`config.mk`:
```
export PLATFORM = sky130hd
export DESIGN_NAME = usf_core
export DESIGN_NICKNAME = d
export VERILOG_FILES = /design/src/verilog/usf_pkg.sv /design/src/verilog/usf_edge_det.sv /design/src/verilog/usf_core.sv
export SDC_FILE = /design/constraint.sdc
export NUM_CORES = 1
export LEC_CHECK = 0
export BUFFER_PORTS_ARGS = -buffer_cell sky130_fd_sc_hd__buf_4
export CELL_PAD_IN_SITES_DETAIL_PLACEMENT = 1
export CELL_PAD_IN_SITES_GLOBAL_PLACEMENT = 1
export CORE_MARGIN = 10
export CORE_UTILIZATION = 39
export CTS_BUF_LIST = sky130_fd_sc_hd__clkbuf_2
export CTS_CLUSTER_DIAMETER = 60
export DETAILED_ROUTE_END_ITERATION = 8
export MAX_ROUTING_LAYER = met4
export PLACE_DENSITY = 0.85
export SETUP_SLACK_MARGIN = 0.02
export SYNTH_ARGS = -nofsm -noshare
export SYNTH_HDL_FRONTEND = slang
export SYNTH_SLANG_ARGS = --single-unit
```
`constraint.sdc`:
```
create_clock -name core_clk -period 3.7 [get_ports core_clk]
set_clock_uncertainty 0.1 [all_clocks]
set_input_delay 0.37 -clock core_clk [delete_from_list [all_inputs] [get_ports core_clk]]
set_output_delay 0.37 -clock core_clk [all_outputs]
set_load 0.01 [all_outputs]
```
`src/verilog/usf_pkg.sv`:
```
// package: register offsets, field positions and reset values of the serial flag block
package usf_pkg;
  // register offsets (byte addresses on the plain port)
  localparam logic [3:0] ADDR_STATUS_ONE   = 4'h0;
  localparam logic [3:0] ADDR_STATUS_TWO   = 4'h1;
  localparam logic [3:0] ADDR_CONTROL_ONE  = 4'h2;
  localparam logic [3:0] ADDR_CONTROL_TWO  = 4'h3;
  localparam logic [3:0] ADDR_CONTROL_THREE = 4'h4;
  localparam logic [3:0] ADDR_DATA         = 4'h5;
  localparam logic [3:0] ADDR_IRQ_STATUS   = 4'h6;
  localparam logic [3:0] ADDR_IRQ_MASK     = 4'h7;
  // status one fields
  localparam int ST1_TX_EMPTY = 7;
  localparam int ST1_TX_DONE  = 6;
  localparam int ST1_RX_FULL  = 5;
  localparam int ST1_IDLE     = 4;
  localparam int ST1_OVERRUN  = 3;
  localparam int ST1_NOISE    = 2;
  localparam int ST1_FRAMING  = 1;
  localparam int ST1_PARITY   = 0;
  // status two fields
  localparam int ST2_RX_EDGE  = 7;
  // control one fields
  localparam int CT1_NINE_BIT = 4;
  // control two fields
  localparam int CT2_TX_EMPTY_MASK = 7;
  localparam int CT2_TX_DONE_MASK  = 6;
  localparam int CT2_RX_FULL_MASK  = 5;
  localparam int CT2_RX_ON         = 2;
  // control three fields
  localparam int CT3_RX_NINTH = 7;
  localparam int CT3_TX_NINTH = 6;
  // sticky event bits of the irq status register
  localparam int EV_RX_FULL  = 0;
  localparam int EV_ERROR    = 1;
  localparam int EV_RX_EDGE  = 2;
  localparam int EV_TX_EMPTY = 3;
  localparam int EV_TX_DONE  = 4;
  localparam int EV_IDLE     = 5;
  localparam int EV_COUNT    = 6;
  // reset values
  localparam logic [7:0] RST_CONTROL = 8'h00;
  localparam logic [7:0] RST_MASK    = 8'h00;
  // receive edge polarity: falling edge marks a start bit
  localparam logic       EDGE_ACTIVE_LEVEL = 1'b0;
endpackage

```
`src/verilog/usf_edge_det.sv`:
```
// receive pin edge detector gated by the receiver enable
`timescale 1ns/1ps
module usf_edge_det
  import usf_pkg::*;
(
  input  wire logic core_clk,
  input  wire logic sys_rst,
  input  wire logic clk_en,
  input  wire logic rx_on,
  input  wire logic rx_pin,
  output logic      edge_pulse
);
  logic pin_q;
  logic pin_d;

  // previous pin level, tracked only while enabled
  always_comb begin
    pin_d = rx_on ? rx_pin : 1'b1;
  end

  always_ff @(posedge core_clk) begin
    if (sys_rst) begin
      pin_q <= 1'b1;
    end else if (clk_en) begin
      pin_q <= pin_d;
    end
  end

  // active edge: pin moves to the active level while receiver runs
  assign edge_pulse = clk_en && rx_on && (rx_pin == EDGE_ACTIVE_LEVEL)
                      && (pin_q != EDGE_ACTIVE_LEVEL);
endmodule

```
`src/verilog/usf_core.sv`:
```
// status flags, nine-bit data paths and register port of the serial interface
//
// Added by the designer: the address-and-strobe port and the placing of the registers.
`timescale 1ns/1ps
module usf_core
  import usf_pkg::*;
(
  input  wire logic       core_clk,
  input  wire logic       sys_rst,
  input  wire logic       clk_en,
  // register port
  input  wire logic [3:0] reg_addr,
  input  wire logic [7:0] reg_wdata,
  input  wire logic       reg_wr,
  input  wire logic       reg_rd,
  output logic      [7:0] reg_rdata,
  // receive shifter side
  input  wire logic       rx_pin,
  input  wire logic       rx_char_ready,
  input  wire logic [8:0] rx_char_data,
  input  wire logic       rx_noise,
  input  wire logic       rx_framing,
  input  wire logic       rx_parity,
  input  wire logic       rx_line_idle,
  // transmit shifter side; mode, receiver enable and interrupt outputs
  input  wire logic       tx_shift_take,
  input  wire logic       tx_shift_done,
  output logic      [8:0] tx_shift_data,
  output logic            tx_shift_load,
  output logic            nine_bit_mode,
  output logic            rx_on,
  output logic            irq
);
  import usf_pkg::*;

  logic [7:0] ctl1_q, ctl1_d, ctl2_q, ctl2_d;
  logic       tx_ninth_q, tx_ninth_d, rx_ninth_q, rx_ninth_d;
  logic [7:0] rx_buf_q, rx_buf_d, tx_buf_q, tx_buf_d;
  logic       rx_full_q, rx_full_d, idle_q, idle_d, idle_armed_q, idle_armed_d;
  logic       ovr_q, ovr_d, nf_q, nf_d, fe_q, fe_d, pf_q, pf_d;
  logic       tx_empty_q, tx_empty_d, tx_done_q, tx_done_d, edge_q, edge_d;
  logic       st_seen_q, st_seen_d;
  logic [8:0] tx_sh_q, tx_sh_d;
  logic       tx_ld_q, tx_ld_d;
  logic [7:0] rdata_q, rdata_d;
  logic [EV_COUNT-1:0] ev_q, ev_d, mask_q, mask_d, ev_set;
  logic       edge_pulse, rd_st1, rd_data, wr_data, load_rx, overrun;
  logic [7:0] st1_val;

  usf_edge_det u_edge (
    .core_clk   (core_clk),
    .sys_rst    (sys_rst),
    .clk_en     (clk_en),
    .rx_on      (rx_on),
    .rx_pin     (rx_pin),
    .edge_pulse (edge_pulse)
  );

  // decoded accesses
  assign rd_st1  = reg_rd && reg_addr == ADDR_STATUS_ONE;
  assign rd_data = reg_rd && reg_addr == ADDR_DATA;
  assign wr_data = reg_wr && reg_addr == ADDR_DATA;
  assign load_rx = rx_char_ready && !rx_full_q;
  assign overrun = rx_char_ready && rx_full_q;
  assign nine_bit_mode = ctl1_q[CT1_NINE_BIT];
  assign rx_on   = ctl2_q[CT2_RX_ON];
  assign tx_shift_data = tx_sh_q;
  assign tx_shift_load = tx_ld_q;
  assign reg_rdata = rdata_q;

  always_comb begin
    st1_val = 8'h00;
    st1_val[ST1_TX_EMPTY] = tx_empty_q;
    st1_val[ST1_TX_DONE]  = tx_done_q;
    st1_val[ST1_RX_FULL]  = rx_full_q;
    st1_val[ST1_IDLE]     = idle_q;
    st1_val[ST1_OVERRUN]  = ovr_q;
    st1_val[ST1_NOISE]    = nf_q;
    st1_val[ST1_FRAMING]  = fe_q;
    st1_val[ST1_PARITY]   = pf_q;
  end

  // next state of control, flags and data paths
  always_comb begin
    ctl1_d = ctl1_q;
    ctl2_d = ctl2_q;
    tx_ninth_d = tx_ninth_q;
    rx_ninth_d = rx_ninth_q;
    rx_buf_d = rx_buf_q;
    tx_buf_d = tx_buf_q;
    rx_full_d = rx_full_q;
    idle_d = idle_q;
    idle_armed_d = idle_armed_q;
    ovr_d = ovr_q;
    nf_d = nf_q;
    fe_d = fe_q;
    pf_d = pf_q;
    tx_empty_d = tx_empty_q;
    tx_done_d = tx_done_q;
    edge_d = edge_q;
    st_seen_d = st_seen_q;
    tx_sh_d = tx_sh_q;
    tx_ld_d = 1'b0;
    mask_d = mask_q;
    ev_set = '0;
    // control writes
    if (reg_wr && reg_addr == ADDR_CONTROL_ONE) begin
      ctl1_d = reg_wdata;
    end
    if (reg_wr && reg_addr == ADDR_CONTROL_TWO) begin
      ctl2_d = reg_wdata;
    end
    if (reg_wr && reg_addr == ADDR_CONTROL_THREE) begin
      tx_ninth_d = reg_wdata[CT3_TX_NINTH];
    end
    if (reg_wr && reg_addr == ADDR_IRQ_MASK) begin
      mask_d = reg_wdata[EV_COUNT-1:0];
    end
    // clear sequence: status read with flags set, then data read
    if (rd_st1) begin
      st_seen_d = rx_full_q || idle_q || ovr_q || nf_q || fe_q || pf_q;
    end
    if (rd_data && st_seen_q) begin
      st_seen_d = 1'b0;
      rx_full_d = 1'b0;
      idle_d = 1'b0;
      ovr_d = 1'b0;
      nf_d = 1'b0;
      fe_d = 1'b0;
      pf_d = 1'b0;
    end
    // received character: load buffer or flag an overrun (set wins)
    if (load_rx) begin
      rx_buf_d = rx_char_data[7:0];
      rx_ninth_d = nine_bit_mode ? rx_char_data[8] : 1'b0;
      rx_full_d = 1'b1;
      nf_d = rx_noise;
      fe_d = rx_framing;
      pf_d = rx_parity;
      idle_armed_d = 1'b1;
      ev_set[EV_RX_FULL] = 1'b1;
      ev_set[EV_ERROR] = rx_noise || rx_framing || rx_parity;
    end else if (overrun) begin
      ovr_d = 1'b1;
      ev_set[EV_ERROR] = 1'b1;
    end
    // idle flag sets once per received character
    if (rx_line_idle && idle_armed_q && !load_rx) begin
      idle_d = 1'b1;
      idle_armed_d = 1'b0;
      ev_set[EV_IDLE] = 1'b1;
    end
    // receive edge flag: write one clears, a new edge wins
    if (reg_wr && reg_addr == ADDR_STATUS_TWO && reg_wdata[ST2_RX_EDGE]) begin
      edge_d = 1'b0;
    end
    if (edge_pulse) begin
      edge_d = 1'b1;
      ev_set[EV_RX_EDGE] = 1'b1;
    end
    // transmit path
    if (tx_shift_done) begin
      tx_done_d = tx_empty_q;
      ev_set[EV_TX_DONE] = tx_empty_q;
    end
    if (wr_data) begin
      tx_buf_d = reg_wdata;
      tx_empty_d = 1'b0;
      tx_done_d = 1'b0;
    end else if (tx_shift_take && !tx_empty_q) begin
      tx_sh_d = {nine_bit_mode & tx_ninth_q, tx_buf_q};
      tx_ld_d = 1'b1;
      tx_empty_d = 1'b1;
      ev_set[EV_TX_EMPTY] = 1'b1;
    end
  end

  // sticky irq status: write one clears, set wins
  always_comb begin
    ev_d = ev_q;
    if (reg_wr && reg_addr == ADDR_IRQ_STATUS) begin
      ev_d = ev_q & ~reg_wdata[EV_COUNT-1:0];
    end
    ev_d = ev_d | ev_set;
  end

  // read data for the next cycle
  always_comb begin
    rdata_d = 8'h00;
    if (reg_rd) begin
      unique case (reg_addr)
        ADDR_STATUS_ONE:    rdata_d = st1_val;
        ADDR_STATUS_TWO:    rdata_d = {edge_q, 7'h00};
        ADDR_CONTROL_ONE:   rdata_d = ctl1_q;
        ADDR_CONTROL_TWO:   rdata_d = ctl2_q;
        ADDR_CONTROL_THREE: rdata_d = {rx_ninth_q, tx_ninth_q, 6'h00};
        ADDR_DATA:          rdata_d = rx_buf_q;
        ADDR_IRQ_STATUS:    rdata_d = {2'h0, ev_q};
        ADDR_IRQ_MASK:      rdata_d = {2'h0, mask_q};
        default:            rdata_d = 8'h00;
      endcase
    end
  end

  // level interrupt: unmasked sticky bits plus local flag masks
  assign irq = (|(ev_q & mask_q))
               || (tx_empty_q && ctl2_q[CT2_TX_EMPTY_MASK])
               || (tx_done_q && ctl2_q[CT2_TX_DONE_MASK])
               || (rx_full_q && ctl2_q[CT2_RX_FULL_MASK]);

  always_ff @(posedge core_clk) begin
    if (sys_rst) begin
      ctl1_q <= RST_CONTROL;
      ctl2_q <= RST_CONTROL;
      tx_ninth_q <= 1'b0;
      rx_ninth_q <= 1'b0;
      rx_buf_q <= 8'h00;
      tx_buf_q <= 8'h00;
      rx_full_q <= 1'b0;
      idle_q <= 1'b0;
      idle_armed_q <= 1'b0;
      ovr_q <= 1'b0;
      nf_q <= 1'b0;
      fe_q <= 1'b0;
      pf_q <= 1'b0;
      tx_empty_q <= 1'b1;
      tx_done_q <= 1'b1;
      edge_q <= 1'b0;
      st_seen_q <= 1'b0;
      tx_sh_q <= 9'h000;
      tx_ld_q <= 1'b0;
      rdata_q <= 8'h00;
      ev_q <= '0;
      mask_q <= RST_MASK[EV_COUNT-1:0];
    end else if (clk_en) begin
      ctl1_q <= ctl1_d;
      ctl2_q <= ctl2_d;
      tx_ninth_q <= tx_ninth_d;
      rx_ninth_q <= rx_ninth_d;
      rx_buf_q <= rx_buf_d;
      tx_buf_q <= tx_buf_d;
      rx_full_q <= rx_full_d;
      idle_q <= idle_d;
      idle_armed_q <= idle_armed_d;
      ovr_q <= ovr_d;
      nf_q <= nf_d;
      fe_q <= fe_d;
      pf_q <= pf_d;
      tx_empty_q <= tx_empty_d;
      tx_done_q <= tx_done_d;
      edge_q <= edge_d;
      st_seen_q <= st_seen_d;
      tx_sh_q <= tx_sh_d;
      tx_ld_q <= tx_ld_d;
      rdata_q <= rdata_d;
      ev_q <= ev_d;
      mask_q <= mask_d;
    end
  end

  // checks
  chk_full_sets_on_load: assert property (@(posedge core_clk) disable iff (sys_rst)
    clk_en && load_rx |=> rx_full_q) else $error("rx full not set on load");
  chk_full_clear_seq: assert property (@(posedge core_clk) disable iff (sys_rst)
    $fell(rx_full_q) |-> $past(rd_data) && $past(st_seen_q))
    else $error("rx full cleared without sequence");
  chk_idle_clear_seq: assert property (@(posedge core_clk) disable iff (sys_rst)
    $fell(idle_q) |-> $past(rd_data) && $past(st_seen_q))
    else $error("idle cleared without sequence");
  chk_idle_no_rearm: assert property (@(posedge core_clk) disable iff (sys_rst)
    $rose(idle_q) |-> $past(idle_armed_q)) else $error("idle set without new char");
  chk_error_with_full: assert property (@(posedge core_clk) disable iff (sys_rst)
    clk_en && load_rx && rx_noise |=> nf_q && rx_full_q) else $error("noise not with full");
  chk_overrun_keeps: assert property (@(posedge core_clk) disable iff (sys_rst)
    clk_en && overrun && !rd_data |=> ovr_q && $stable(rx_buf_q))
    else $error("overrun handling wrong");
  chk_overrun_no_err: assert property (@(posedge core_clk) disable iff (sys_rst)
    clk_en && overrun && !nf_q && !(rd_data && st_seen_q) |=> !nf_q)
    else $error("noise set on overrun");
  chk_edge_sets: assert property (@(posedge core_clk) disable iff (sys_rst)
    edge_pulse |=> edge_q) else $error("edge flag not set");
  chk_edge_needs_rx_on: assert property (@(posedge core_clk) disable iff (sys_rst)
    $rose(edge_q) |-> $past(rx_on)) else $error("edge seen with receiver off");
  chk_ninth_copied: assert property (@(posedge core_clk) disable iff (sys_rst)
    $rose(tx_ld_q) |-> tx_sh_q
      == {$past(nine_bit_mode) & $past(tx_ninth_q), $past(tx_buf_q)})
    else $error("ninth not copied");
  chk_tx_mask_irq: assert property (@(posedge core_clk) disable iff (sys_rst)
    tx_empty_q && !ctl2_q[CT2_TX_EMPTY_MASK] && !ctl2_q[CT2_TX_DONE_MASK]
    && !ctl2_q[CT2_RX_FULL_MASK] && mask_q == '0 |-> !irq) else $error("masked irq raised");
  cov_rx_clear: cover property (@(posedge core_clk) rd_st1 ##2 rd_data && rx_full_q);
  cov_overrun: cover property (@(posedge core_clk) clk_en && overrun);
  cov_edge: cover property (@(posedge core_clk) edge_pulse);
  cov_tx_load: cover property (@(posedge core_clk) tx_ld_q && tx_sh_q[8]);
endmodule

```
-- Yosys cells after proc, flatten, opt, wreduce, memory -nomap -nowiden
Index checks and enable logic that the tools add are counted.
- memories kept: 0
- register bits after elaboration: 76
- latch bits: 0
- ROM bits: 0
- input port bits: 34
- bits in writable memories: 0
- $mul: 0
- reductions and logical operators: 58
- divide/modulo/power cells: 0
- magnitude comparators: 0
- eq/ne operators: 7
- mux-type cells: 32
- bitwise logic cells: 7
- shift-type cells: 0
- add/subtract/negate cells: 0
- operators by type and width (kind ; count):
    $pmux 8 s8 ; 1
    $mux 1 ; 29
    $reduce_and 2->1 ; 13
    $logic_and 1x1->1 ; 22
    $eq 4x3->1 const B ; 4
    $reduce_bool 2->1 ; 7
    $and 6x6->6 ; 2
    $logic_or 1x1->1 ; 10
    $eq 4x2->1 const B ; 2
    $mux 8 ; 1
    $mux 6 ; 1
    $not 6->6 ; 1
    $or 6x6->6 ; 1
    $reduce_or 6->1 ; 1
    $eq 4x1->1 const B ; 1
    $logic_not 4->1 ; 1
    $logic_not 1->1 ; 3
    $reduce_and 3->1 ; 1
    $not 1->1 ; 2
    $and 1x1->1 ; 1

-- Depth between registers and ports, before layout
Gate-level depths: netlist of run 1.
- word-level depth: 7
- gate-level depth with buffers: 7
- mapped depth without buffers: 4

-- By module
A second synthesis of run 1 with hierarchy kept.
- cells, all modules: 385
- area, all modules: 3348.2 sq um
- by module, submodules not included (module ; cells each ; instances ; sequential area each (sq um) ; area an instance (sq um)):
    usf_core ; 379 ; 1 ; 1501.4 ; 3293.2
    usf_edge_det ; 6 ; 1 ; 20.0 ; 55.1

-- Least setup slack after synthesis of run 1
No wires, ideal clock.
- path type: input to register
- start: input port reg_addr[0]
- end: register ctl1_q[0]
- stages on the path: 6
- library setup time: 0.128 ns
- slack: 1.968 ns
- data arrival time: 1.504 ns
- path through: buf_6 -> or2_1 -> buf_6 -> nor3_4 -> mux2i_1 -> nor2_1
- word-level cells in the longest chain between the ends: 3
- RTL lines (item ; line ; text):
    start: declaration ; usf_core.sv:12 ; input wire logic [3:0] reg_addr,
    $eq 4x2->1 ; usf_core.sv:107 ; if (reg_wr && reg_addr == ADDR_CONTROL_ONE) begin
    $logic_and 1x1->1 ; usf_core.sv:107 ;
    $reduce_and 2->1 (no source line) ; n/a ;
    end signal: assignment ; usf_core.sv:236 ; ctl1_q <= ctl1_d;
    end: declaration ; usf_core.sv:36 ; logic [7:0] ctl1_q, ctl1_d, ctl2_q, ctl2_d;
Every way passes these cells.
A chain may end at the register's enable or synchronous reset.

-- Worst setup path in the final report of run 1
- start: register rx_full_q
- end: output port irq
- word-level cells in the longest chain between the ends: 2
- RTL lines (item ; line ; text):
    start: declaration ; usf_core.sv:39 ; logic rx_full_q, rx_full_d, idle_q, idle_d, idle_armed_q, idle_armed_d;
    start signal: assignment ; usf_core.sv:242 ; rx_full_q <= rx_full_d;
    $logic_and 1x1->1 ; usf_core.sv:209 ; || (rx_full_q && ctl2_q[CT2_RX_FULL_MASK]);
    $logic_or 1x1->1 ; usf_core.sv:209 ;
    end: declaration ; usf_core.sv:32 ; output logic irq
Every way passes these cells.

==> results of run 1 <==
==> routing by layer <==
metal,vias to the layer above,GRT usage
met5,-,-
met3,21,0.0367
met1,1493,0.205
li1,1448,-
met2,109,0.280
met4,0,0.0677
==> final cells by class <==
cell class | count | area, µm²
repair buffers | 78 | 641
multi-input cells | 258 | 1660
well taps | 105 | 131
inverters | 10 | 37.5
diodes | 1 | 2.50
fillers | 990 | 4150
clock inverters | 7 | 67.6
flip-flops and latches | 76 | 1520
clock buffers | 9 | 45.0
==> power by group through the flow <==
stage | sequential (mW) | clock [mW] | combinational [mW]
2_1_floorplan | 0.857 | 0 | 0.0804
3_3_place_gp | 0.863 | 0 | 0.130
3_5_place_dp | 0.864 | 0 | 0.134
4_1_cts | 0.849 | 0.457 | 0.152
5_1_grt | 0.852 | 0.506 | 0.169
6_report | 0.850 | 0.452 | 0.155
==> state kept, by name, summed over array words and instances (netlist names), 6 cells and up <==
name	cells
ev_q	6
reg_rdata	8
ctl2_q	8
ctl1_q	8
mask_q	6
tx_buf_q	8
tx_shift_data	9
rx_buf_q	8
==> logic make-up (layout without fill, tap and decap cells) <==
group                     Yosys count  count (layout)  share of synthesized area
AOI/OAI and AO/OA                  82              82                      0.170
DFF                                76              76                      0.457
and+or+nand+nor                   130             130                      0.191
muxes                              45              45                      0.136
buffers and inverters              32             104                     0.0444
xor gates and xnor gates            1               1                    0.00263
other                               0               1                          0
==> stage by stage <==
stage               cell area, µm²  worst slack, ns
finish                        4110             1.40
global route                  4110             1.28
CTS                           4080             1.44
detailed placement            3770             1.58
global placement              3770             1.67
floorplan                     3330             1.97
==> repair_timing <==
item                                   4_1_cts  5_1_grt
hold buffers                                20        2
resized for setup                            0        0
setup endpoints to repair                    0        0
endpoints found under the hold margin       27        4
==> synthesized netlist by cell type (3+ instances only) <==
cell type   n
a221oi_1    6
a22oi_1     5
nand2b_1    4
o31ai_1     4
a31oi_1     3
o21ai_0     8
a22o_1      4
a222oi_1    3
and3_1      3
nand2_1    37
nand3_1    11
a21o_1      3
inv_1      10
clkbuf_1   14
nor3_1      5
or4_1       3
nor2b_1     6
a32oi_1     5
mux2i_1    44
nor2_1     47
a21oi_1    30
dfxtp_1    76
nand4_1     3
buf_2       4
==> critical path: stages, from the launching register on <==
cell	delay (ns)
dfxtp_1	0.47
a222oi_1	0.44
nand3_1	0.20
buf_4	0.19
==> final timing paths <==
kind               from          to  slack, ns
min reg2reg  rx_ninth_q  rx_ninth_q       0.39
min              rx_pin      edge_q       0.04
max           rx_full_q         irq       1.40
max reg2reg   rx_full_q   st_seen_q       2.13
==> metrics.txt, run 1 <==
most common cell after layout, fill and taps aside dfxtp_1; Switching Fraction 0.308; FF+latch count, synth 76; first-pass GRT wire length between 15000 and 20000 µm; initial antenna violation count 1; DR WL met3 about 730 µm; placed insts 505; postcts setup bufs 0; I/O pin count between 50 and 60; cell taking the most area after synthesis dfxtp_1; maximum clock frequency about 430 MHz; Ys Warns 0; CTS Root Buffer Type clkbuf_2; Psw around 0.45 mW; IO Port Bufs 54; Routed Antenna Nets 0; leakage power total about 1.6 nW; Met1 Routed Length 4450 µm; wire length per cell 20.1 µm; TritonCTS clock tree yes; Cell Pwr Density 355 nW/µm²; Top Layer Used met4; Setup CP Type reg2out; post-DP HPWL between 7000 and 8000 µm; Tot Pwr 1.46 mW; Core Rows 33; overall routed net length 10900 µm; critical path fanouts, max 9; worst slew pin tran between 0.7 and 0.8 ns; initial DRC count 241; commonest cells after routing, fill and taps aside dfxtp_1 (76), buf_4 (56), nor2_1 (47); Finished Layout Cells ~540; Pre-antenna DRT Iters 6; required time of the critical path 3.23 ns; Combinational Power Share 0.106; HP Class in2reg; post-layout min period 2.30 ns; average size of a mapped cell 9.09 µm²; CP Capture Type output port; post-synthesis cell type count 46; # setup viols final 0; Vias/cell roughly 5.6; die height 112 µm; RePlAce Congestion 0.862; Final Hold Fails 0; clock share of power 0.310; Tot GR Track Use 0.173; Async S/R FF share, synth 0; Synth Net Count 400; core area around 8300 µm²; Clock Tree Buf Depth 2; top-area cell type share of the netlist area 0.457; Remaining DRCs 0; Final TNS setup 0 ns; final slew viol count 0; largest net degree at the start of global routing between 70 and 80; H-tree depth 3; sequential share of power 0.584; most common flop cell mapped by yosys dfxtp_1; Tcrit/Tclk final 0.622; layout net count between 400 and 500; fraction of layout cells with a size suffix above 1 0.183; sequential fraction of the synthesis area 0.457; Overflow after GRT 0; Setup crit start kind flip-flop; RSZ-0062 raised after global routing no; Area Overhead vs Synth 23.3%; routed wl met2 5500 µm; max cap viols 0; main area contributors after synthesis dfxtp_1 (46%), mux2i_1 (13%), nor2_1 (5.3%), a21oi_1 (4.5%), nand2_1 (4.2%); status complete, no violations; Mapped Cells 366; Worst R2R Path Depth 4; number of synthesized flops with an enable pin 0; Util after Layout 0.497; Min-Delay Path Depth 4; die footprint approximately 13000 µm²; vias in the first global route 3236; hold slack about 0.042 ns; CTS clock-pin slew for the worst setup and hold paths 0.25 ns; CTS buffer count 9; CTS Sinks 76; Worst IR Drop VDD between 0.1 and 0.15 mV; Initial Util 0.403; max_slew headroom 0.475; WP data arrival 1.83 ns; post-synthesis cell area 3330 µm²; via count 3071; worst-skew pair later-pin latency 0.55 ns; Die W 112 µm; internal power 1.01 mW
Note: power is estimated with default switching activity, not from simulation.
==> run 2: changes to the inputs <==
--- a/config.mk
+++ b/config.mk
@@ -14,7 +14,7 @@
 export CTS_CLUSTER_DIAMETER = 60
 export DETAILED_ROUTE_END_ITERATION = 8
 export MAX_ROUTING_LAYER = met4
-export PLACE_DENSITY = 0.85
+export PLACE_DENSITY = 0.88
 export SETUP_SLACK_MARGIN = 0.02
 export SYNTH_ARGS = -nofsm -noshare
 export SYNTH_HDL_FRONTEND = slang
==> constraint.sdc (replaced) <==
create_clock -name core_clk -period 1.9 [get_ports core_clk]
set_clock_uncertainty 0.1 [all_clocks]
set_input_delay 0.19 -clock core_clk [delete_from_list [all_inputs] [get_ports core_clk]]
set_output_delay 0.19 -clock core_clk [all_outputs]
set_load 0.01 [all_outputs]
==> run 2 against run 1 <==
  * The flow now finishes with violations (negative setup slack)
  * Clock-buffer cell count up 2
  * Non-clock buffer count up 27
  * Combinational power up 130%
  * Cell count up 5.0%
  * Die area unchanged
  * Hold slack worse by 0.012 ns
  * Setup slack worse by 1.5 ns
  * Critical path type unchanged
  * Critical endpoint unchanged
  * Largest cell class unchanged
  * Largest power group unchanged
  * Highest routed layer unchanged
==> metrics.txt, run 2 (same netlist as run 1, synthesis figures left out) <==
Area Overhead vs Synth 30.6%; leakage power total 1.69 nW (+8.1%); wire length per cell 20.7 µm (+3.1%); worst-skew pair later-pin latency 0.53 ns (-0.02 ns); Placed Instance Area 3870 µm² (+2.7%); I/O pin count 55 (unchanged); HP Class in2reg; met1 usage 0.220 (+0.0151); Tcrit/Tclk final 1.05; grt met2 use 0.312 (+0.0328); post-layout min period ~2.0 ns; Pre-antenna DRT Iters 5 (-1); initial antenna violation count 1 (unchanged); CTS buffer count 9 (unchanged); Initial Util 0.403 (unchanged); placed insts 517 (+2.4%); area of the multi-input gates 1670 µm² (+0.83%); Vias/cell 5.71 (+1.1%); layout net count 494 (+5.8%); initial DRC count 319 (+32%); Overflow after GRT 0 (unchanged); Setup crit start kind flip-flop; fraction of layout cells with a size suffix above 1 0.209 (+0.0260); slack of the critical path -0.0863 ns (-1.48 ns); max cap viols 0 (unchanged); final slew viol count 0 (unchanged); Setup CP Type reg2out; CTS clock-pin slew for the worst setup and hold paths 0.24 ns (about the same); status finished, violations left; CP Capture Type output port; final instance area 4350 µm² (+5.9%); Tot GR Track Use 0.189 (+0.0163); max_slew headroom 0.642 (+0.166); die height 112 µm (unchanged); CTS Root Buffer Type clkbuf_2; RePlAce Congestion 0.917 (+6.4%); largest net degree at the start of global routing 77 (unchanged); TritonCTS clock tree yes; core area 8260 µm² (unchanged); most used routing layer in global routing met2; commonest cells after routing, fill and taps aside dfxtp_1 (75), buf_4 (68), nor2_1 (47); IO Port Bufs 54 (unchanged); Tot Pwr 2.78 mW (+91%); Cell Pwr Density 640 nW/µm² (+81%); Worst R2R Setup Slack 0.21 ns (-1.92 ns); vias in the first global route 3483 (+7.6%); Worst IR Drop VDD 0.348 mV (+170%); post-DP HPWL 8050 µm (+4.7%); H-tree depth 3 (unchanged); critical path fanouts, max 3 (-6); first-pass GRT wire length 18800 µm (+9.4%); Core Rows 33 (unchanged); Clock Tree Buf Depth 2 (unchanged); required time of the critical path 1.61 ns (-1.62 ns); Reg area 1530 µm² (+0.25%); Fillers 990 (unchanged); via count 3260 (+6.2%); most common cell after layout, fill and taps aside dfxtp_1; Final Hold Fails 0 (unchanged); worst slew pin tran 0.538 ns (-0.249 ns); Finished Layout Cells 571 (+5.0%); overall routed net length 11800 µm (+8.2%); maximum clock frequency ~500 MHz; Routed Antenna Nets 0 (unchanged); Remaining DRCs 0 (unchanged); violated checks negative setup slack; Final TNS setup -0.0863 ns (-0.0863 ns); die footprint 12600 µm² (unchanged); CTS Sinks 76 (unchanged); # setup viols final 1 (+1); grt met3 use 0.0330 (-0.00373); max FFs per register 9 (unchanged); WP data arrival 1.70 ns (-0.13 ns); RSZ-0062 raised after global routing yes; Die W 112 µm (unchanged)
-- run 2: what timing repair did --
| action | 4_1_cts | 5_1_grt |
|---|---|---|
| hold buffers | 35 | 0 |
| gates resized for setup | 3 | 2 |
| pin swaps | 1 | 3 |
| endpoints found under the hold margin | 56 | 0 |
| setup endpoints to repair | 1 | 10 |
| buffers inserted | 1 | 1 |
| gates cloned | 0 | 1 |
-- run 2: layer usage --
layer / vias up / share of wire
met5: - / 0
met4: 0 / 0.033
met3: 30 / 0.054
met2: 127 / 0.50
met1: 1600 / 0.41
li1: 1503 / -
-- run 2: layout make-up --
cell class,instances,area share
Tap cell,105,0.0302
Antenna cell,1,0.000576
Timing Repair Buffer,105,0.204
Clock inverter,5,0.00835
Sequential cell,76,0.351
Clock buffer,11,0.0127
Multi-Input combinational cell,258,0.385
Inverter,10,0.00863
-- run 2: final timing paths --
path         depth (start not counted)          end        start
min                                  4       edge_q       clk_en
min reg2reg                          2  rx_buf_q[1]  rx_buf_q[1]
max                                  3          irq    ctl2_q[5]
max reg2reg                          4        ovr_q    st_seen_q
-- run 2: stage by stage --
step | util | hold WS, ns | setup slack, ns
4_1_cts | 0.525 | 0.0203 | -0.116
3_5_place_dp | 0.469 | 0.351 | 0.157
2_1_floorplan | - | 0.226 | 0.348
3_3_place_gp | 0.469 | 0.346 | 0.248
5_1_grt | 0.527 | 0.00515 | -0.201
6_report | 0.527 | 0.0293 | -0.0863
-- run 2: where the power goes --
| group | total, mW | switching (mW) | leakage (nW) | internal, mW |
|---|---|---|---|---|
| combinational | 0.349 | 0.192 | 1.01 | 0.157 |
| clock | 0.783 | 0.594 | 0.0663 | 0.189 |
| sequential | 1.65 | 0.0255 | 0.616 | 1.63 |
| total | 2.78 | 0.812 | 1.69 | 1.97 |
-- run 2: worst max-delay path: stages, from the launching register on --
cell,delay [ns]
dfxtp_1,0.38
a222oi_1,0.45
nand3_1,0.17
buf_4,0.18
==> run 3: changes to the inputs <==
--- a/config.mk
+++ b/config.mk
@@ -5,16 +5,16 @@
 export SDC_FILE = /design/constraint.sdc
 export NUM_CORES = 1
 export LEC_CHECK = 0
-export BUFFER_PORTS_ARGS = -buffer_cell sky130_fd_sc_hd__buf_4
+export BUFFER_PORTS_ARGS = -buffer_cell sky130_fd_sc_hd__buf_2
 export CELL_PAD_IN_SITES_DETAIL_PLACEMENT = 1
 export CELL_PAD_IN_SITES_GLOBAL_PLACEMENT = 1
 export CORE_MARGIN = 10
-export CORE_UTILIZATION = 39
+export CORE_UTILIZATION = 30
 export CTS_BUF_LIST = sky130_fd_sc_hd__clkbuf_2
 export CTS_CLUSTER_DIAMETER = 60
 export DETAILED_ROUTE_END_ITERATION = 8
 export MAX_ROUTING_LAYER = met4
-export PLACE_DENSITY = 0.88
+export PLACE_DENSITY = 0.73
 export SETUP_SLACK_MARGIN = 0.02
 export SYNTH_ARGS = -nofsm -noshare
 export SYNTH_HDL_FRONTEND = slang
==> run 3 against run 2 <==
  * Clock-buffer cell count unchanged
  * The flow still finishes with violations (negative setup slack)
  * Clock power increased by 1%
  * Largest power group unchanged
  * Fmax decreased by 4.7%
  * Sequential cell count unchanged
  * Total power about the same
  * Via count decreased by 2.5%
  * Cell area decreased by 1.7%
  * Cell count increased by 6.5%
  * Critical path type unchanged
==> metrics.txt, run 3 (same netlist as run 1, synthesis figures left out) <==
final slew viol count 0 (unchanged); die height 125 µm (+12%); Psw 0.824 mW (+1.5%); Reg area 1530 µm² (about the same); clock share of power 0.285 (+0.004); leakage power total 1.68 nW (-0.85%); commonest cells after routing, fill and taps aside dfxtp_1 (74), buf_2 (54), nor2_1 (47); Met1 Routed Length 4860 µm (+0.70%); Worst R2R Setup Slack 0.21 ns (about the same); Placed Instance Area 3860 µm² (-0.29%); Clock Tree Buf Depth 2 (unchanged); Area Overhead vs Synth 28.4%; worst slew pin tran 0.791 ns (+0.253 ns); first-pass GRT wire length 18500 µm (-1.8%); CTS buffer count 9 (unchanged); fraction of layout cells with a size suffix above 1 0.227 (+0.0184); required time of the critical path 1.61 ns (about the same); CP Capture Type output port; RePlAce Congestion 0.926 (+0.89%); HP Class in2reg; die footprint 15700 µm² (+24%); vias in the first global route 3431 (-1.5%); largest net degree at the start of global routing 77 (unchanged); Setup CP Type reg2out; initial DRC count 203 (-36%); Critical Path End irq; slack of the critical path -0.184 ns (-0.0973 ns); WP data arrival 1.79 ns (+0.09 ns); Cell Pwr Density 651 nW/µm² (+1.7%); Pre-antenna DRT Iters 4 (-1); most common cell after layout, fill and taps aside dfxtp_1; Final Hold Fails 0 (unchanged); Worst IR Drop VDD 0.286 mV (-18%); Fillers 1307 (+32%); Overflow after GRT 0 (unchanged); CTS clock-pin slew for the worst setup and hold paths 0.23 ns (about the same); Routed Antenna Nets 0 (unchanged); post-DP HPWL 8490 µm (+5.4%); violated checks negative setup slack; wire length per cell 19.2 µm (-7.2%); Crit. Startpoint rx_full_q; max_slew headroom 0.471 (-0.171); Initial Util 0.307 (-0.0960); final instance area 4270 µm² (-1.7%); routed wl met2 6000 µm (+0.69%); initial antenna violation count 1 (unchanged); CTS Root Buffer Type clkbuf_2; sequential share of power 0.593 (about the same); maximum clock frequency 480 MHz (-4.7%); Die W 125 µm (+12%); hold slack 0.0838 ns (+0.0545 ns); RSZ-0062 raised after global routing yes; Reg2Reg Capture Point tx_shift_data[6]; IO Port Bufs 54 (unchanged); CTS Sinks 76 (unchanged); max cap viols 0 (unchanged); worst-skew pair later-pin latency 0.53 ns (about the same); post-layout min period 2.08 ns (+0.0973 ns); DR WL met3 563 µm (-12%); Remaining DRCs 0 (unchanged); layout net count 496 (+0.40%); FF-to-FF Start tx_empty_q; area of the multi-input gates 1670 µm² (about the same); overall routed net length 11700 µm (-1.1%); Combinational Power Share 0.122 (-0.003); min-delay src tx_shift_take; Worst R2R Path Depth 3 (-1); Switching Fraction 0.296 (+0.00436); internal power 1.96 mW (-0.59%); TritonCTS clock tree yes; Tot GR Track Use 0.149 (-0.0396); H-tree depth 3 (unchanged); # setup viols final 1 (unchanged); core area 10800 µm² (+31%); Core Rows 38 (+15%); Tcrit/Tclk final 1.10 (+0.0512); Vias/cell 5.23 (-8.4%); status finished, violations left; max FFs per register 9 (unchanged); Top Layer Used met4; Setup crit start kind flip-flop; via count 3180 (-2.5%); I/O pin count 55 (unchanged); critical path fanouts, max 2 (-1)
## run 3: timing repair
action,CTS,global route
gates resized for setup,3,3
hold buffers,29,0
setup buffers,1,0
endpoints found under the setup margin,11,9
endpoints found under the hold margin,58,0
pin swaps,2,2
cloned,0,0
## run 3: worst min path at each step
stage               cells after the start  slack, ns      endpoint
global route                            5       0.08    tx_empty_q
floorplan                               2       0.23   rx_buf_q[3]
CTS                                     5       0.02  reg_rdata[4]
finish                                  5       0.08    tx_empty_q
global placement                        3       0.33   rx_buf_q[7]
detailed placement                      3       0.34   rx_buf_q[2]
## run 3: cell type report
type | instances | share of cell area
inverters | 10 | 0.00878
clock inverters | 5 | 0.00878
clock buffers | 11 | 0.0129
repair buffers | 107 | 0.179
well taps | 140 | 0.0410
multi-input cells | 258 | 0.392
diodes | 1 | 0.000585
flip-flops and latches | 76 | 0.357
## run 3: power by group through the flow
stage               sequential, mW  clock (mW)  combinational (mW)
floorplan                     1.67           0               0.157
global placement              1.68           0               0.270
detailed placement            1.68           0               0.279
CTS                           1.65       0.811               0.333
global route                  1.65       0.874               0.370
finish                        1.65       0.794               0.340
## run 3: metrics by stage
stage                     cells  worst slack (ns)   util  TNS (ns)  power, mW
after detailed placement    561            -0.217  0.356     -1.42       1.96
after global placement      561           -0.0740  0.356    -0.562       1.95
after global routing        608            -0.284  0.394    -0.284       2.90
after floorplan             366             0.348      -         0       1.83
final                       608            -0.184  0.394    -0.184       2.78
after CTS                   607            -0.217  0.393    -0.217       2.79
## run 3: critical path, stage by stage, from the launching register on
cell and delay (ns):
dfxtp_4 0.41, a222oi_1 0.47, nand3_1 0.20, buf_2 0.18
## run 3: per-layer routing
layer  track usage  up-vias
met5             -        -
met3        0.0258       22
met1         0.167     1569
li1              -     1507
met4        0.0610        0
met2         0.258       82
